[src/fpes_pkg.sv]
// Purpose: Shared constants and types for the flash program/erase sequencer
// Assumes: 16-bit flash data bus, APB register access at 20 MHz
// Notes: Command codes are the flash bus command bytes
package fpes_pkg;
   localparam logic [7:0] CMD_SUSPEND = 8'hb0;
   localparam logic [7:0] CMD_STATUS = 8'h70;
   localparam logic [7:0] CMD_ARRAY = 8'hff;
   localparam logic [7:0] CMD_CONFIRM = 8'hd0;
   localparam logic [7:0] CMD_BUF_PROG = 8'he9;
   localparam logic [7:0] CMD_FACT_SETUP = 8'h80;
   localparam logic [7:0] CMD_ERASE = 8'h20;
   localparam logic [7:0] CMD_CLR_STATUS = 8'h50;
   localparam logic [15:0] FACT_EXIT_DATA = 16'hffff;
   localparam int BUF_WORDS = 512;
   localparam int COUNT_W = 9;
   // Status bit positions
   localparam int SB_READY = 7;
   localparam int SB_ERASE_ERR = 5;
   localparam int SB_PROG_ERR = 4;
   localparam int SB_VOLT_ERR = 3;
   localparam int SB_SUSP = 2;
   localparam int SB_LOCK_ERR = 1;
   localparam int SB_BUF_READY = 0;
   // APB byte addresses
   localparam logic [7:0] A_CMD = 8'h00;
   localparam logic [7:0] A_READ = 8'h04;
   localparam logic [7:0] A_STATUS = 8'h08;
   localparam logic [7:0] A_CTRL = 8'h0c;
   localparam logic [7:0] A_STATE = 8'h10;
   // Operation timing in microseconds, converted at 20 MHz
   localparam int CLK_MHZ = 20;
   localparam int PROG_US = 2;
   localparam int ERASE_US = 900000;
   localparam int SUSP_US = 20;
   localparam int PROG_CYC = PROG_US * CLK_MHZ;
   localparam int ERASE_CYC = ERASE_US * CLK_MHZ;
   localparam int SUSP_CYC = SUSP_US * CLK_MHZ;
   typedef enum logic [3:0] {
      FPES_IDLE = 4'h0,
      FPES_BP_COUNT = 4'h1,
      FPES_BP_LOAD = 4'h2,
      FPES_BP_CONFIRM = 4'h3,
      FPES_FP_CONFIRM = 4'h4,
      FPES_FP_STREAM = 4'h5,
      FPES_ER_CONFIRM = 4'h6,
      FPES_BUSY = 4'h7,
      FPES_SUSPENDING = 4'h8,
      FPES_SUSPENDED = 4'h9
   } fpes_state_t;
   typedef struct packed {
      logic [23:0] addr;
      logic [15:0] data;
   } fpes_wr_t;
endpackage : fpes_pkg

[src/fpes_timer.sv]
// Purpose: Down-counter that times one internal flash operation
// Assumes: load is a single-cycle pulse and hold a level held by the sequencer
// Notes: done pulses once when the count expires
`timescale 1ns/1ps
`default_nettype none
module fpes_timer #(
   parameter int W = 25
) (
   input wire logic clk,
   input wire logic rst,
   input wire logic load,
   input wire logic [W-1:0] cycles,
   input wire logic hold,
   output logic running,
   output logic done
);
   logic [W-1:0] cnt_reg, cnt_next;
   logic done_reg, done_next;
   initial begin
      if (W < 2) $error("fpes_timer width too small");
   end
   always_comb begin
      cnt_next = cnt_reg;
      done_next = 1'b0;
      if (load) begin
         cnt_next = cycles;
      end else if (cnt_reg != '0 && !hold) begin
         cnt_next = cnt_reg - 1'b1;
         done_next = (cnt_reg == {{(W-1){1'b0}}, 1'b1});
      end
   end
   always_ff @(posedge clk) begin
      if (rst) begin
         cnt_reg <= '0;
         done_reg <= 1'b0;
      end else begin
         cnt_reg <= cnt_next;
         done_reg <= done_next;
      end
   end
   assign running = (cnt_reg != '0);
   assign done = done_reg;
endmodule : fpes_timer
`default_nettype wire

[src/fpes_seq.sv]
// Purpose: Flash program/erase command sequencer behind an APB port
// Assumes: Software plays the flash bus through CMD writes; one partition modelled
// Notes: Array reads are modelled by a read-back of the addressed word's address
// Functional notes
// Host suspends with B0h then 70h
// Ready and suspended bits track suspend
// Array reads allowed outside suspended block
// Confirm at suspended block resumes programming
// Host returns partition to status mode
// Buffered program: setup then count write
// Count write low nine bits = words minus one
// Host loads one word per write, max 512
// Load outside setup block aborts sequence
// Bad confirm block or data aborts
// Confirm switches reads to status
// Host unlocks, then factory setup and confirm
// Factory setup flags voltage or lock errors
// Buffer-ready bit shows factory buffer acceptance
// Host polls after 512 factory words
// Buffer-ready held busy while buffer programs
// All-ones outside block exits factory mode
// Ready low until factory exit completes
// Host erases with 20h then D0h
// Invalid erase sequence sets both errors
// Locked, failed, voltage faults set errors
// Only clear-status clears error bits
// Status mode persists until read-array
`timescale 1ns/1ps
`default_nettype none
module fpes_seq #(
   parameter int BLOCK_LSB = 17,
   parameter int ERASE_CYCLES = fpes_pkg::ERASE_CYC,
   parameter int PROG_CYCLES = fpes_pkg::PROG_CYC,
   parameter int SUSP_CYCLES = fpes_pkg::SUSP_CYC
) (
   input wire logic clk,
   input wire logic rst,
   input wire logic psel,
   input wire logic penable,
   input wire logic pwrite,
   input wire logic [7:0] paddr,
   input wire logic [31:0] pwdata,
   output logic [31:0] prdata,
   output logic pready,
   output logic pslverr,
   input wire logic high_programming_voltage,
   input wire logic block_locked,
   input wire logic op_fail
);
   localparam int TW = 25;
   initial begin
      if (BLOCK_LSB < 1 || BLOCK_LSB > 23) $error("BLOCK_LSB out of range");
      if (ERASE_CYCLES >= (1 << TW) || ERASE_CYCLES < 1) $error("ERASE_CYCLES out of range");
      if (PROG_CYCLES < 1 || SUSP_CYCLES < 1 || SUSP_CYCLES > 65535) $error("bad cycle count");
   end

   fpes_pkg::fpes_state_t st_reg, st_next;
   logic [7:0] sr_reg, sr_next;
   logic stat_mode_reg, stat_mode_next;
   logic [23:0] blk_reg, blk_next;
   logic [8:0] cnt_reg, cnt_next;
   logic [9:0] fcnt_reg, fcnt_next;
   logic is_erase_reg, is_erase_next;
   logic exiting_reg, exiting_next;
   logic [23:0] rd_addr_reg, rd_addr_next;
   logic [31:0] prdata_reg, prdata_next;
   logic t_load, t_hold, t_run, t_done;
   logic [TW-1:0] t_cycles;

   fpes_pkg::fpes_wr_t wr;
   logic acc, cmd_wr;
   logic [7:0] code;
   logic same_blk;

   assign acc = psel && penable;
   assign pready = 1'b1;
   assign cmd_wr = acc && pwrite && (paddr == fpes_pkg::A_CMD);
   assign wr = {pwdata[31:16], 8'h00, pwdata[15:0]};
   assign code = wr.data[7:0];
   assign same_blk = (wr.addr >> BLOCK_LSB) == (blk_reg >> BLOCK_LSB);

   fpes_timer #(.W(TW)) u_timer (
      .clk(clk),
      .rst(rst),
      .load(t_load),
      .cycles(t_cycles),
      .hold(t_hold),
      .running(t_run),
      .done(t_done)
   );

   always_comb begin
      st_next = st_reg;
      sr_next = sr_reg;
      stat_mode_next = stat_mode_reg;
      blk_next = blk_reg;
      cnt_next = cnt_reg;
      fcnt_next = fcnt_reg;
      is_erase_next = is_erase_reg;
      exiting_next = exiting_reg;
      t_load = 1'b0;
      t_hold = (st_reg == fpes_pkg::FPES_SUSPENDED);
      t_cycles = '0;
      if (t_done) begin
         if (st_reg == fpes_pkg::FPES_FP_STREAM) begin
            sr_next[fpes_pkg::SB_BUF_READY] = 1'b0;
            if (exiting_reg) begin
               exiting_next = 1'b0;
               st_next = fpes_pkg::FPES_IDLE;
               sr_next[fpes_pkg::SB_READY] = 1'b1;
            end
         end else if (st_reg == fpes_pkg::FPES_BUSY) begin
            if (op_fail) begin
               sr_next[is_erase_reg ? fpes_pkg::SB_ERASE_ERR : fpes_pkg::SB_PROG_ERR] = 1'b1;
            end
            sr_next[fpes_pkg::SB_READY] = 1'b1;
            st_next = fpes_pkg::FPES_IDLE;
         end
      end
      if (cmd_wr) begin
         if (code == fpes_pkg::CMD_CLR_STATUS && st_reg == fpes_pkg::FPES_IDLE) begin
            sr_next[fpes_pkg::SB_ERASE_ERR] = 1'b0;
            sr_next[fpes_pkg::SB_PROG_ERR] = 1'b0;
            sr_next[fpes_pkg::SB_VOLT_ERR] = 1'b0;
            sr_next[fpes_pkg::SB_LOCK_ERR] = 1'b0;
         end else if (code == fpes_pkg::CMD_STATUS && !(st_reg inside
                      {[fpes_pkg::FPES_BP_COUNT:fpes_pkg::FPES_ER_CONFIRM]})) begin
            stat_mode_next = 1'b1;
         end else if (code == fpes_pkg::CMD_ARRAY && (st_reg == fpes_pkg::FPES_IDLE
                      || st_reg == fpes_pkg::FPES_SUSPENDED)) begin
            stat_mode_next = 1'b0;
         end else begin
            case (st_reg)
               fpes_pkg::FPES_IDLE: begin
                  blk_next = wr.addr;
                  if (code == fpes_pkg::CMD_BUF_PROG) begin
                     st_next = fpes_pkg::FPES_BP_COUNT;
                  end else if (code == fpes_pkg::CMD_FACT_SETUP) begin
                     st_next = fpes_pkg::FPES_FP_CONFIRM;
                  end else if (code == fpes_pkg::CMD_ERASE) begin
                     st_next = fpes_pkg::FPES_ER_CONFIRM;
                  end
               end
               fpes_pkg::FPES_BP_COUNT: begin
                  cnt_next = wr.data[fpes_pkg::COUNT_W-1:0];
                  st_next = same_blk ? fpes_pkg::FPES_BP_LOAD : fpes_pkg::FPES_IDLE;
                  if (!same_blk) sr_next[fpes_pkg::SB_PROG_ERR] = 1'b1;
               end
               fpes_pkg::FPES_BP_LOAD: begin
                  if (!same_blk) begin
                     st_next = fpes_pkg::FPES_IDLE;
                     sr_next[fpes_pkg::SB_PROG_ERR] = 1'b1;
                  end else if (cnt_reg == '0) begin
                     st_next = fpes_pkg::FPES_BP_CONFIRM;
                  end else begin
                     cnt_next = cnt_reg - 1'b1;
                  end
               end
               fpes_pkg::FPES_BP_CONFIRM: begin
                  stat_mode_next = 1'b1;
                  if (!same_blk || code != fpes_pkg::CMD_CONFIRM) begin
                     st_next = fpes_pkg::FPES_IDLE;
                     sr_next[fpes_pkg::SB_PROG_ERR] = 1'b1;
                  end else if (!high_programming_voltage) begin
                     st_next = fpes_pkg::FPES_IDLE;
                     sr_next[fpes_pkg::SB_VOLT_ERR] = 1'b1;
                  end else if (block_locked) begin
                     st_next = fpes_pkg::FPES_IDLE;
                     sr_next[fpes_pkg::SB_LOCK_ERR] = 1'b1;
                  end else begin
                     st_next = fpes_pkg::FPES_BUSY;
                     is_erase_next = 1'b0;
                     sr_next[fpes_pkg::SB_READY] = 1'b0;
                     t_load = 1'b1;
                     t_cycles = TW'(PROG_CYCLES);
                  end
               end
               fpes_pkg::FPES_FP_CONFIRM: begin
                  stat_mode_next = 1'b1;
                  if (code != fpes_pkg::CMD_CONFIRM || !same_blk) begin
                     st_next = fpes_pkg::FPES_IDLE;
                     sr_next[fpes_pkg::SB_PROG_ERR] = 1'b1;
                  end else if (!high_programming_voltage || block_locked) begin
                     st_next = fpes_pkg::FPES_IDLE;
                     sr_next[fpes_pkg::SB_READY] = 1'b1;
                     sr_next[fpes_pkg::SB_VOLT_ERR] |= !high_programming_voltage;
                     sr_next[fpes_pkg::SB_LOCK_ERR] |= block_locked;
                  end else begin
                     st_next = fpes_pkg::FPES_FP_STREAM;
                     sr_next[fpes_pkg::SB_READY] = 1'b0;
                     sr_next[fpes_pkg::SB_BUF_READY] = 1'b0;
                     fcnt_next = '0;
                  end
               end
               fpes_pkg::FPES_FP_STREAM: begin
                  if (!same_blk && wr.data == fpes_pkg::FACT_EXIT_DATA) begin
                     exiting_next = 1'b1;
                     sr_next[fpes_pkg::SB_READY] = 1'b0;
                     if (!t_run) begin
                        t_load = 1'b1;
                        t_cycles = TW'(PROG_CYCLES);
                     end
                  end else if (!sr_reg[fpes_pkg::SB_BUF_READY] && !exiting_reg) begin
                     if (fcnt_reg == 10'(fpes_pkg::BUF_WORDS - 1)) begin
                        fcnt_next = '0;
                        sr_next[fpes_pkg::SB_BUF_READY] = 1'b1;
                        t_load = 1'b1;
                        t_cycles = TW'(PROG_CYCLES * fpes_pkg::BUF_WORDS);
                     end else begin
                        fcnt_next = fcnt_reg + 1'b1;
                     end
                  end
               end
               fpes_pkg::FPES_ER_CONFIRM: begin
                  stat_mode_next = 1'b1;
                  if (code != fpes_pkg::CMD_CONFIRM || !same_blk) begin
                     st_next = fpes_pkg::FPES_IDLE;
                     sr_next[fpes_pkg::SB_ERASE_ERR] = 1'b1;
                     sr_next[fpes_pkg::SB_PROG_ERR] = 1'b1;
                  end else if (!high_programming_voltage) begin
                     st_next = fpes_pkg::FPES_IDLE;
                     sr_next[fpes_pkg::SB_VOLT_ERR] = 1'b1;
                  end else if (block_locked) begin
                     st_next = fpes_pkg::FPES_IDLE;
                     sr_next[fpes_pkg::SB_LOCK_ERR] = 1'b1;
                  end else begin
                     st_next = fpes_pkg::FPES_BUSY;
                     is_erase_next = 1'b1;
                     sr_next[fpes_pkg::SB_READY] = 1'b0;
                     t_load = 1'b1;
                     t_cycles = TW'(ERASE_CYCLES);
                  end
               end
               fpes_pkg::FPES_BUSY: begin
                  if (code == fpes_pkg::CMD_SUSPEND && !is_erase_reg && same_blk) begin
                     st_next = fpes_pkg::FPES_SUSPENDING;
                     stat_mode_next = 1'b1;
                  end
               end
               fpes_pkg::FPES_SUSPENDED: begin
                  if (code == fpes_pkg::CMD_CONFIRM && same_blk) begin
                     st_next = fpes_pkg::FPES_BUSY;
                     sr_next[fpes_pkg::SB_SUSP] = 1'b0;
                     sr_next[fpes_pkg::SB_READY] = 1'b0;
                  end
               end
               default: begin
               end
            endcase
         end
      end
   end

   // Suspend uses a short separate wait so the frozen program time is not lost
   logic [15:0] susp_cnt_reg, susp_cnt_next;
   logic susp_done;
   always_comb begin
      susp_cnt_next = susp_cnt_reg;
      if (st_reg != fpes_pkg::FPES_SUSPENDING) begin
         susp_cnt_next = 16'(SUSP_CYCLES);
      end else if (susp_cnt_reg != '0) begin
         susp_cnt_next = susp_cnt_reg - 1'b1;
      end
   end
   assign susp_done = (st_reg == fpes_pkg::FPES_SUSPENDING) && (susp_cnt_reg == 16'h0001);

   fpes_pkg::fpes_state_t st_final;
   logic [7:0] sr_final;
   always_comb begin
      st_final = st_next;
      sr_final = sr_next;
      if (st_reg == fpes_pkg::FPES_SUSPENDING) begin
         if (t_done) begin
            // Program finished before suspend took hold
            st_final = fpes_pkg::FPES_IDLE;
            sr_final[fpes_pkg::SB_READY] = 1'b1;
            sr_final[fpes_pkg::SB_SUSP] = 1'b0;
            if (op_fail) sr_final[fpes_pkg::SB_PROG_ERR] = 1'b1;
         end else if (susp_done) begin
            st_final = fpes_pkg::FPES_SUSPENDED;
            sr_final[fpes_pkg::SB_SUSP] = 1'b1;
            sr_final[fpes_pkg::SB_READY] = 1'b1;
         end
      end
   end

   always_comb begin
      rd_addr_next = rd_addr_reg;
      prdata_next = prdata_reg;
      if (cmd_wr) rd_addr_next = wr.addr;
      if (psel && !penable && !pwrite) begin
         if (paddr == fpes_pkg::A_READ) begin
            // Array data is the word address; status read mode overrides
            prdata_next = stat_mode_reg ? {24'h000000, sr_reg} : {8'h00, rd_addr_reg};
         end else if (paddr == fpes_pkg::A_STATUS) begin
            prdata_next = {24'h000000, sr_reg};
         end else if (paddr == fpes_pkg::A_STATE) begin
            prdata_next = {15'h0000, stat_mode_reg, fcnt_reg[7:0], 4'h0, st_reg};
         end else begin
            prdata_next = 32'h00000000;
         end
      end
   end

   always_ff @(posedge clk) begin
      if (rst) begin
         st_reg <= fpes_pkg::FPES_IDLE;
         sr_reg <= 8'h80;
         stat_mode_reg <= 1'b0;
         blk_reg <= 24'h000000;
         cnt_reg <= 9'h000;
         fcnt_reg <= 10'h000;
         is_erase_reg <= 1'b0;
         exiting_reg <= 1'b0;
         rd_addr_reg <= 24'h000000;
         prdata_reg <= 32'h00000000;
         susp_cnt_reg <= 16'h0000;
      end else begin
         st_reg <= st_final;
         sr_reg <= sr_final;
         stat_mode_reg <= stat_mode_next;
         blk_reg <= blk_next;
         cnt_reg <= cnt_next;
         fcnt_reg <= fcnt_next;
         is_erase_reg <= is_erase_next;
         exiting_reg <= exiting_next;
         rd_addr_reg <= rd_addr_next;
         prdata_reg <= prdata_next;
         susp_cnt_reg <= susp_cnt_next;
      end
   end

   assign prdata = prdata_reg;
   assign pslverr = 1'b0;
endmodule : fpes_seq
`default_nettype wire

[config.mk]
export PLATFORM = sky130hd
export DESIGN_NAME = fpes_seq
export DESIGN_NICKNAME = d
export VERILOG_FILES = /design/src/fpes_pkg.sv /design/src/fpes_timer.sv /design/src/fpes_seq.sv
export SDC_FILE = /design/constraint.sdc
export NUM_CORES = 1
export LEC_CHECK = 0
export ABC_AREA = 1
export BUFFER_PORTS_ARGS = -buffer_cell sky130_fd_sc_hd__buf_4
export CORE_MARGIN = 2
export CORE_UTILIZATION = 61
export CTS_BUF_LIST = sky130_fd_sc_hd__clkbuf_4
export DETAILED_ROUTE_END_ITERATION = 6
export GPL_TIMING_DRIVEN = 0
export PLACE_DENSITY = 0.89
export REMOVE_ABC_BUFFERS = 1
export SLEW_MARGIN = 20
export SYNTH_ARGS = -nofsm -noshare
export SYNTH_HDL_FRONTEND = slang
export SYNTH_HIERARCHICAL = 1
export SYNTH_SLANG_ARGS = --single-unit
export TNS_END_PERCENT = 20
[constraint.sdc]
create_clock -name clk -period 2.33 [get_ports clk]
set_input_delay 0.233 -clock clk [delete_from_list [all_inputs] [get_ports clk]]
set_output_delay 0.233 -clock clk [all_outputs]
set_load 0.01 [all_outputs]
Word-level counts from Yosys, hierarchy flattened --
Cells that the tools add are included. Widths: inputs -> output; s select.
Cells by class: add/sub/neg operators 4, magnitude comparators 4, equality and inequality tests 40, multiplexer cells 149, bitwise gates (word level) 8, reductions and logical operators 52
Operator list (count):
- $mux 25 | 10
- $mux 4 | 20
- $pmux 25 s3 | 1
- $mux 1 | 73
- $mux 10 | 5
- $mux 24 | 2
- $mux 6 | 8
- $eq 8x8->1 const B | 5
- $mux 9 | 4
- $mux 17 | 2
- $mux 15 | 2
- $pmux 4 s7 | 1
- $eq 25x1->1 const B | 1
- $reduce_bool 25->1 | 1
- $sub 25x1->25 const B | 1
- $ne 2x2->1 const B | 11
- $pmux 10 s2 | 1
- $pmux 9 s2 | 1
- $logic_and 1x1->1 | 17
- $eq 16x1->1 const B | 1
- $eq 16x16->1 const B | 1
- $eq 4x3->1 const B | 4
- $eq 8x7->1 const B | 2
- $mux 8 | 2
- 45 further kinds | 81
Storage, ports and cells: flip-flop bits (word level) 140, input port bits 48

Logic depth before layout (Yosys ltp) --
depth in word-level cells 21, depth in mapped cells 19, gate-level depth less buffers 18

By module --
The synthesis kept the hierarchy.
Modules (own cells, without submodules):
- fpes_seq | times used 1, cells an instance 875, area an instance 5539.1 um^2
- fpes_timer | times used 1, cells an instance 336, area an instance 1994.4 um^2

Worst setup path before layout --
Ideal clock, no wire load.
kind register -> register, from register st_reg[1], to register u_timer.cnt_reg[0], library setup time 71 ps, arrival 2066 ps, slack 193 ps, cell stages (with the launch flop) 15, buffers on the path 3, period minus slack after synthesis 2137 ps, cell sequence dfxtp_1 -> buf_2 -> nor2_1 -> nand2_2 -> nand2_1 -> nand2_1 -> nand3_2 -> a21oi_1 -> nand2_1 -> inv_1 -> inv_1 -> buf_2 -> clkbuf_1 -> nand3_1 -> a21oi_1
On the way: longest elaborated chain between the ends 8
Ends and longest elaborated chain:
- start, declared | line fpes_seq.sv:57 | fpes_pkg::fpes_state_t st_reg, st_next;
- start signal, assigned | line fpes_seq.sv:307 | st_reg <= fpes_pkg::FPES_IDLE;
- start signal, assigned | line fpes_seq.sv:319 | st_reg <= st_final;
- $eq 4x3->1, or another cell as far along | line fpes_seq.sv:133 | case (st_reg)
- $reduce_or 2->1 (no line), or another cell as far along
- $pmux 1 s2, or another cell as far along | line fpes_seq.sv:133
- $mux 1 or $logic_and 1x1->1 (tied branches) | line fpes_seq.sv:129, fpes_seq.sv:126
- $mux 1 | line fpes_seq.sv:126 | end else if (code == fpes_pkg::CMD_STATUS && !(st_reg inside
- $mux 1 * | line fpes_seq.sv:121 | if (code == fpes_pkg::CMD_CLR_STATUS && st_reg == fpes_pkg::FPES_IDLE) begin
- $mux 1 * | line fpes_seq.sv:120 | if (cmd_wr) begin
- named net t_load | line fpes_seq.sv:67 | logic t_load, t_hold, t_run, t_done;
- $mux 25 or $reduce_bool 2->1 (tied branches)
- end signal, assigned | line fpes_timer.sv:37 | cnt_reg <= cnt_next;
- end, declared | line fpes_timer.sv:17 | logic [W-1:0] cnt_reg, cnt_next;
Mark *: on every way through the listed nets, which the timed path passes. The rest lies on a longest branch. A chain may end at the register's enable or synchronous reset.

Worst setup path after layout --
from input pwdata[30], to register u_timer.cnt_reg[11]
On the way: longest elaborated chain between the ends 10
Ends and longest elaborated chain:
- start, declared | line fpes_seq.sv:42 | input wire logic [31:0] pwdata,
- $eq 7x7->1 * | line fpes_seq.sv:80 | assign same_blk = (wr.addr >> BLOCK_LSB) == (blk_reg >> BLOCK_LSB);
- $logic_not 1->1 * | line fpes_seq.sv:161, fpes_seq.sv:196, fpes_seq.sv:216
- $logic_or 1x1->1 or $logic_and 1x1->1 (tied branches) | line fpes_seq.sv:161, fpes_seq.sv:216, fpes_seq.sv:196
- $mux 1 (on tied branches) | line fpes_seq.sv:161, fpes_seq.sv:196
- $pmux 1 s2 * | line fpes_seq.sv:133
- $mux 1 * | line fpes_seq.sv:129 | end else if (code == fpes_pkg::CMD_ARRAY && (st_reg == fpes_pkg::FPES_IDLE
- $mux 1 * | line fpes_seq.sv:126
- $mux 1 * | line fpes_seq.sv:121
- $mux 1 * | line fpes_seq.sv:120
- named net t_load | line fpes_seq.sv:67
- $mux 25 or $reduce_bool 2->1 (tied branches)
Marked as above.

==> impl_metrics.py <==
metrics = {
    "synthesis": {
        "yosys.area.top_type": "dfxtp_1",
        "ys_seq_elements": 121,
        "synth_top_area_share_pct": 32.2,
        "syn_avg_cell_area_sq_um": 6.22,
        "yosysSeqAreaShare_pct": 32.2,
        "ys_warn_count": 6,
        "synthTopCellsByArea": "dfxtp_1 (32%), nand2_1 (14%), nor2_1 (10%), nand3_1 (7.6%), inv_1 (6.6%)",
        "syn_inst": 1211,
        "syn_area_sq_mm": 0.00753,
        "synth_edf_count": 0,
        "synth_flop_cell": "dfxtp_1",
        "synthArstFlopShare_pct": 0,
        "ys_types": 47,
    },
    "setup_path": {
        "critPathMaxFanout": 10,
        "start_kind": "input port",
        "critical_path_class": "input port to flip-flop",
        "critPathArrivalTime_ns": 2.75,
        "r2r_cells": 20,
        "cp-end-kind": "flip-flop",
        "cp.required_ns": 2.83,
    },
    "clock_tree": {
        "cts_tree": "yes",
        "clk_pin_slew_ns": 0.13,
        "cts_buffer_depth": 2,
        "h-tree-depth": 4,
        "clkSinkCount": 121,
        "root_buffer": "clkbuf_4",
        "clkLatencyLatePin_ns": 0.58,
        "cts_buffers": 17,
    },
    "drt": {
        "met2WireLength_mm": 10.7,
        "antenna_left": 0,
        "first_pass_iters": 7,
        "wl_per_cell_microns": 14.9,
        "drc": 0,
        "vias": 8456,
        "dr_wl_met3_mm": 1.68,
        "highest_layer": "met4",
        "via_per_inst": 5.71,
        "drt_wl_total_mm": 22.1,
        "wl_met1_mm": 8.62,
        "drt_iter0_drc": 854,
    },
    "place": {
        "io_buffers": 70,
        "dp_hpwl_mm": 14.0,
        "gp_congestion": 0.980,
        "place_ws_ns": -1.49,
    },
    "die": {
        "row_count": 40,
        "io_pins": 82,
        "die_w_microns": 115,
        "die_area_sq_mm": 0.0133,
        "fp.dieH_microns": 115,
        "core_sq_mm": 0.0120,
        "initial_core_util_pct": 62.7,
    },
    "pwr": {
        "seqPwrFrac_pct": 35.5,
        "internal_power_uw": 3970,
        "p_total_uw": 7160,
        "p_sw_uw": 3200,
        "leakage_uw": 0.00414,
        "powerDensity_mw_per_mm2": 790,
        "irDropWorstVdd_mv": 0.507,
        "power_frac_comb_pct": 42.1,
        "p_clk_share_pct": 22.4,
        "power.share.switching_pct": 44.6,
    },
    "sta": {
        "setup-violations-final": 0,
        "setup_ws_ns": 0.0791,
        "drv_slew": 0,
        "relSlewSlack_pct": 38.4,
        "tightest_slew_ns": 0.921,
        "skew_ns": 0.0181,
        "hold_violations": 0,
        "post-route-period-util_pct": 96.6,
        "final.min_clock_period_ns": 2.25,
        "fmax_mhz": 444,
    },
    "job": {
        "drv_cap": 0,
    },
    "cells_and_area": {
        "layout.nets": 1378,
        "final_common_cell": "nand2_1",
        "area_delta_synth_final_pct": 20.3,
        "drive_above_1_share_pct": 17.3,
        "diodes": 0,
        "largest_reg_flops": 25,
        "final_cell_mix": "nand2_1 (277), nor2_1 (199), inv_1 (125), dfxtp_1 (109), nand3_1 (108)",
        "fill_cells": 908,
    },
    "global_routing": {
        "track_usage_pct": 33.1,
        "grt_pass1_vias": 7793,
        "grt_pass1_wl_mm": 35.2,
        "grt_max_degree": 54,
        "gr-total-overflow": 0,
        "grt_antenna_before_repair": 0,
    },
    "worst_hold_path": {
        "hold_depth": 4,
        "hold_class": "input port to flip-flop",
    },
    "run_status": {
        "outcome": "completed",
    },
}
power by group through the flow:
stage	clock network (uW)	logic (uW)	registers, uW
finish	1610	3020	2540
global route	1710	3380	2570
CTS	1600	2870	2520
detailed placement	0	2810	2570
global placement	0	2710	2560
floorplan	0	2240	2520
cell type report:
type	count	area, sq um	area share [%]
Multi-Input combinational cell	926	4620	50.9
Clock buffer	18	135	1.49
Clock inverter	14	160	1.77
Tap cell	147	184	2.03
Inverter	142	564	6.22
Timing Repair inverter	3	25.0	0.276
Timing Repair Buffer	111	927	10.2
Sequential cell	121	2450	27.0
synth_stat cells (7+ instances only):
cell	instances
nand4_1	22
buf_2	7
clkbuf_1	20
ha_1	8
a21oi_1	68
inv_1	132
dfxtp_1	121
nand3_1	115
o21ai_0	65
nor2_1	210
buf_4	11
nor2_2	12
inv_2	7
nand2_1	287
xor2_1	14
nor3_1	26
a31oi_1	13
final timing paths:
path | to | slack, ns | start
max | u_timer/cnt_reg[11] | 0.08 | pwdata[30]
min | cnt_reg[8] | 0.02 | pwdata[8]
max reg2reg | u_timer/cnt_reg[11] | 0.09 | blk_reg[19]
min reg2reg | sr_reg[1] | 0.47 | sr_reg[1]
logic make-up after synthesis:
group	count (synthesis)	share of synthesized area [%]
xor gates and xnor gates	19	2.21
muxes	1	0.133
buffers and inverters	187	10.6
other	2	0.0997
adders and majority gates	8	1.33
DFF	121	32.2
and+or+nand+nor	700	40.6
AOI/OAI and AO/OA	173	12.9
worst max-delay path, stage by stage:
cell and delay, ns:
dlygate4sd3_1 0.56, buf_4 0.15, inv_2 0.08, nand2_1 0.06
nand2_1 0.08, nand3_1 0.08, nor2_1 0.12, nand2_2 0.12
nand2_4 0.12, nor2_2 0.05, nand2_1 0.09, nand3_2 0.09
nand2_2 0.10, clkinvlp_4 0.12, buf_12 0.16, buf_6 0.12
inv_6 0.09, nand3_1 0.08, nand2_1 0.06, nand2_1 0.07
a21oi_2 0.13
routing by layer:
layer / vias up / GRT usage [%]
li1: 4105 / -
met2: 413 / 58.1
met5: - / 0
met4: 0 / 17.2
met3: 115 / 7.22
met1: 3823 / 37.7
repair_timing:
| item | 4_1_cts | 5_1_grt |
|---|---|---|
| gates cloned | 3 | 0 |
| hold buffers | 21 | 0 |
| gates resized for setup | 37 | 45 |
| setup endpoints to repair | 36 | 48 |
| hold endpoints to repair | 25 | 0 |
| buffers inserted | 6 | 14 |
| pin swaps | 1 | 10 |
per-stage QoR:
step / utilization, % / hold slack, ns / instance area (sq um) / setup TNS (ns) / std cells
after floorplan: - / 0.302 / 7350 / -14.30 / 1189
after global placement: 67.1 / 0.439 / 8060 / -59.21 / 1406
after detailed placement: 67.2 / 0.446 / 8070 / -43.66 / 1406
after CTS: 73.2 / 0.0123 / 8790 / -0.0168 / 1468
after global routing: 75.5 / 0.0388 / 9070 / -1.85 / 1482
final: 75.5 / 0.0233 / 9070 / 0 / 1482
(Power assumes the default switching activity.)
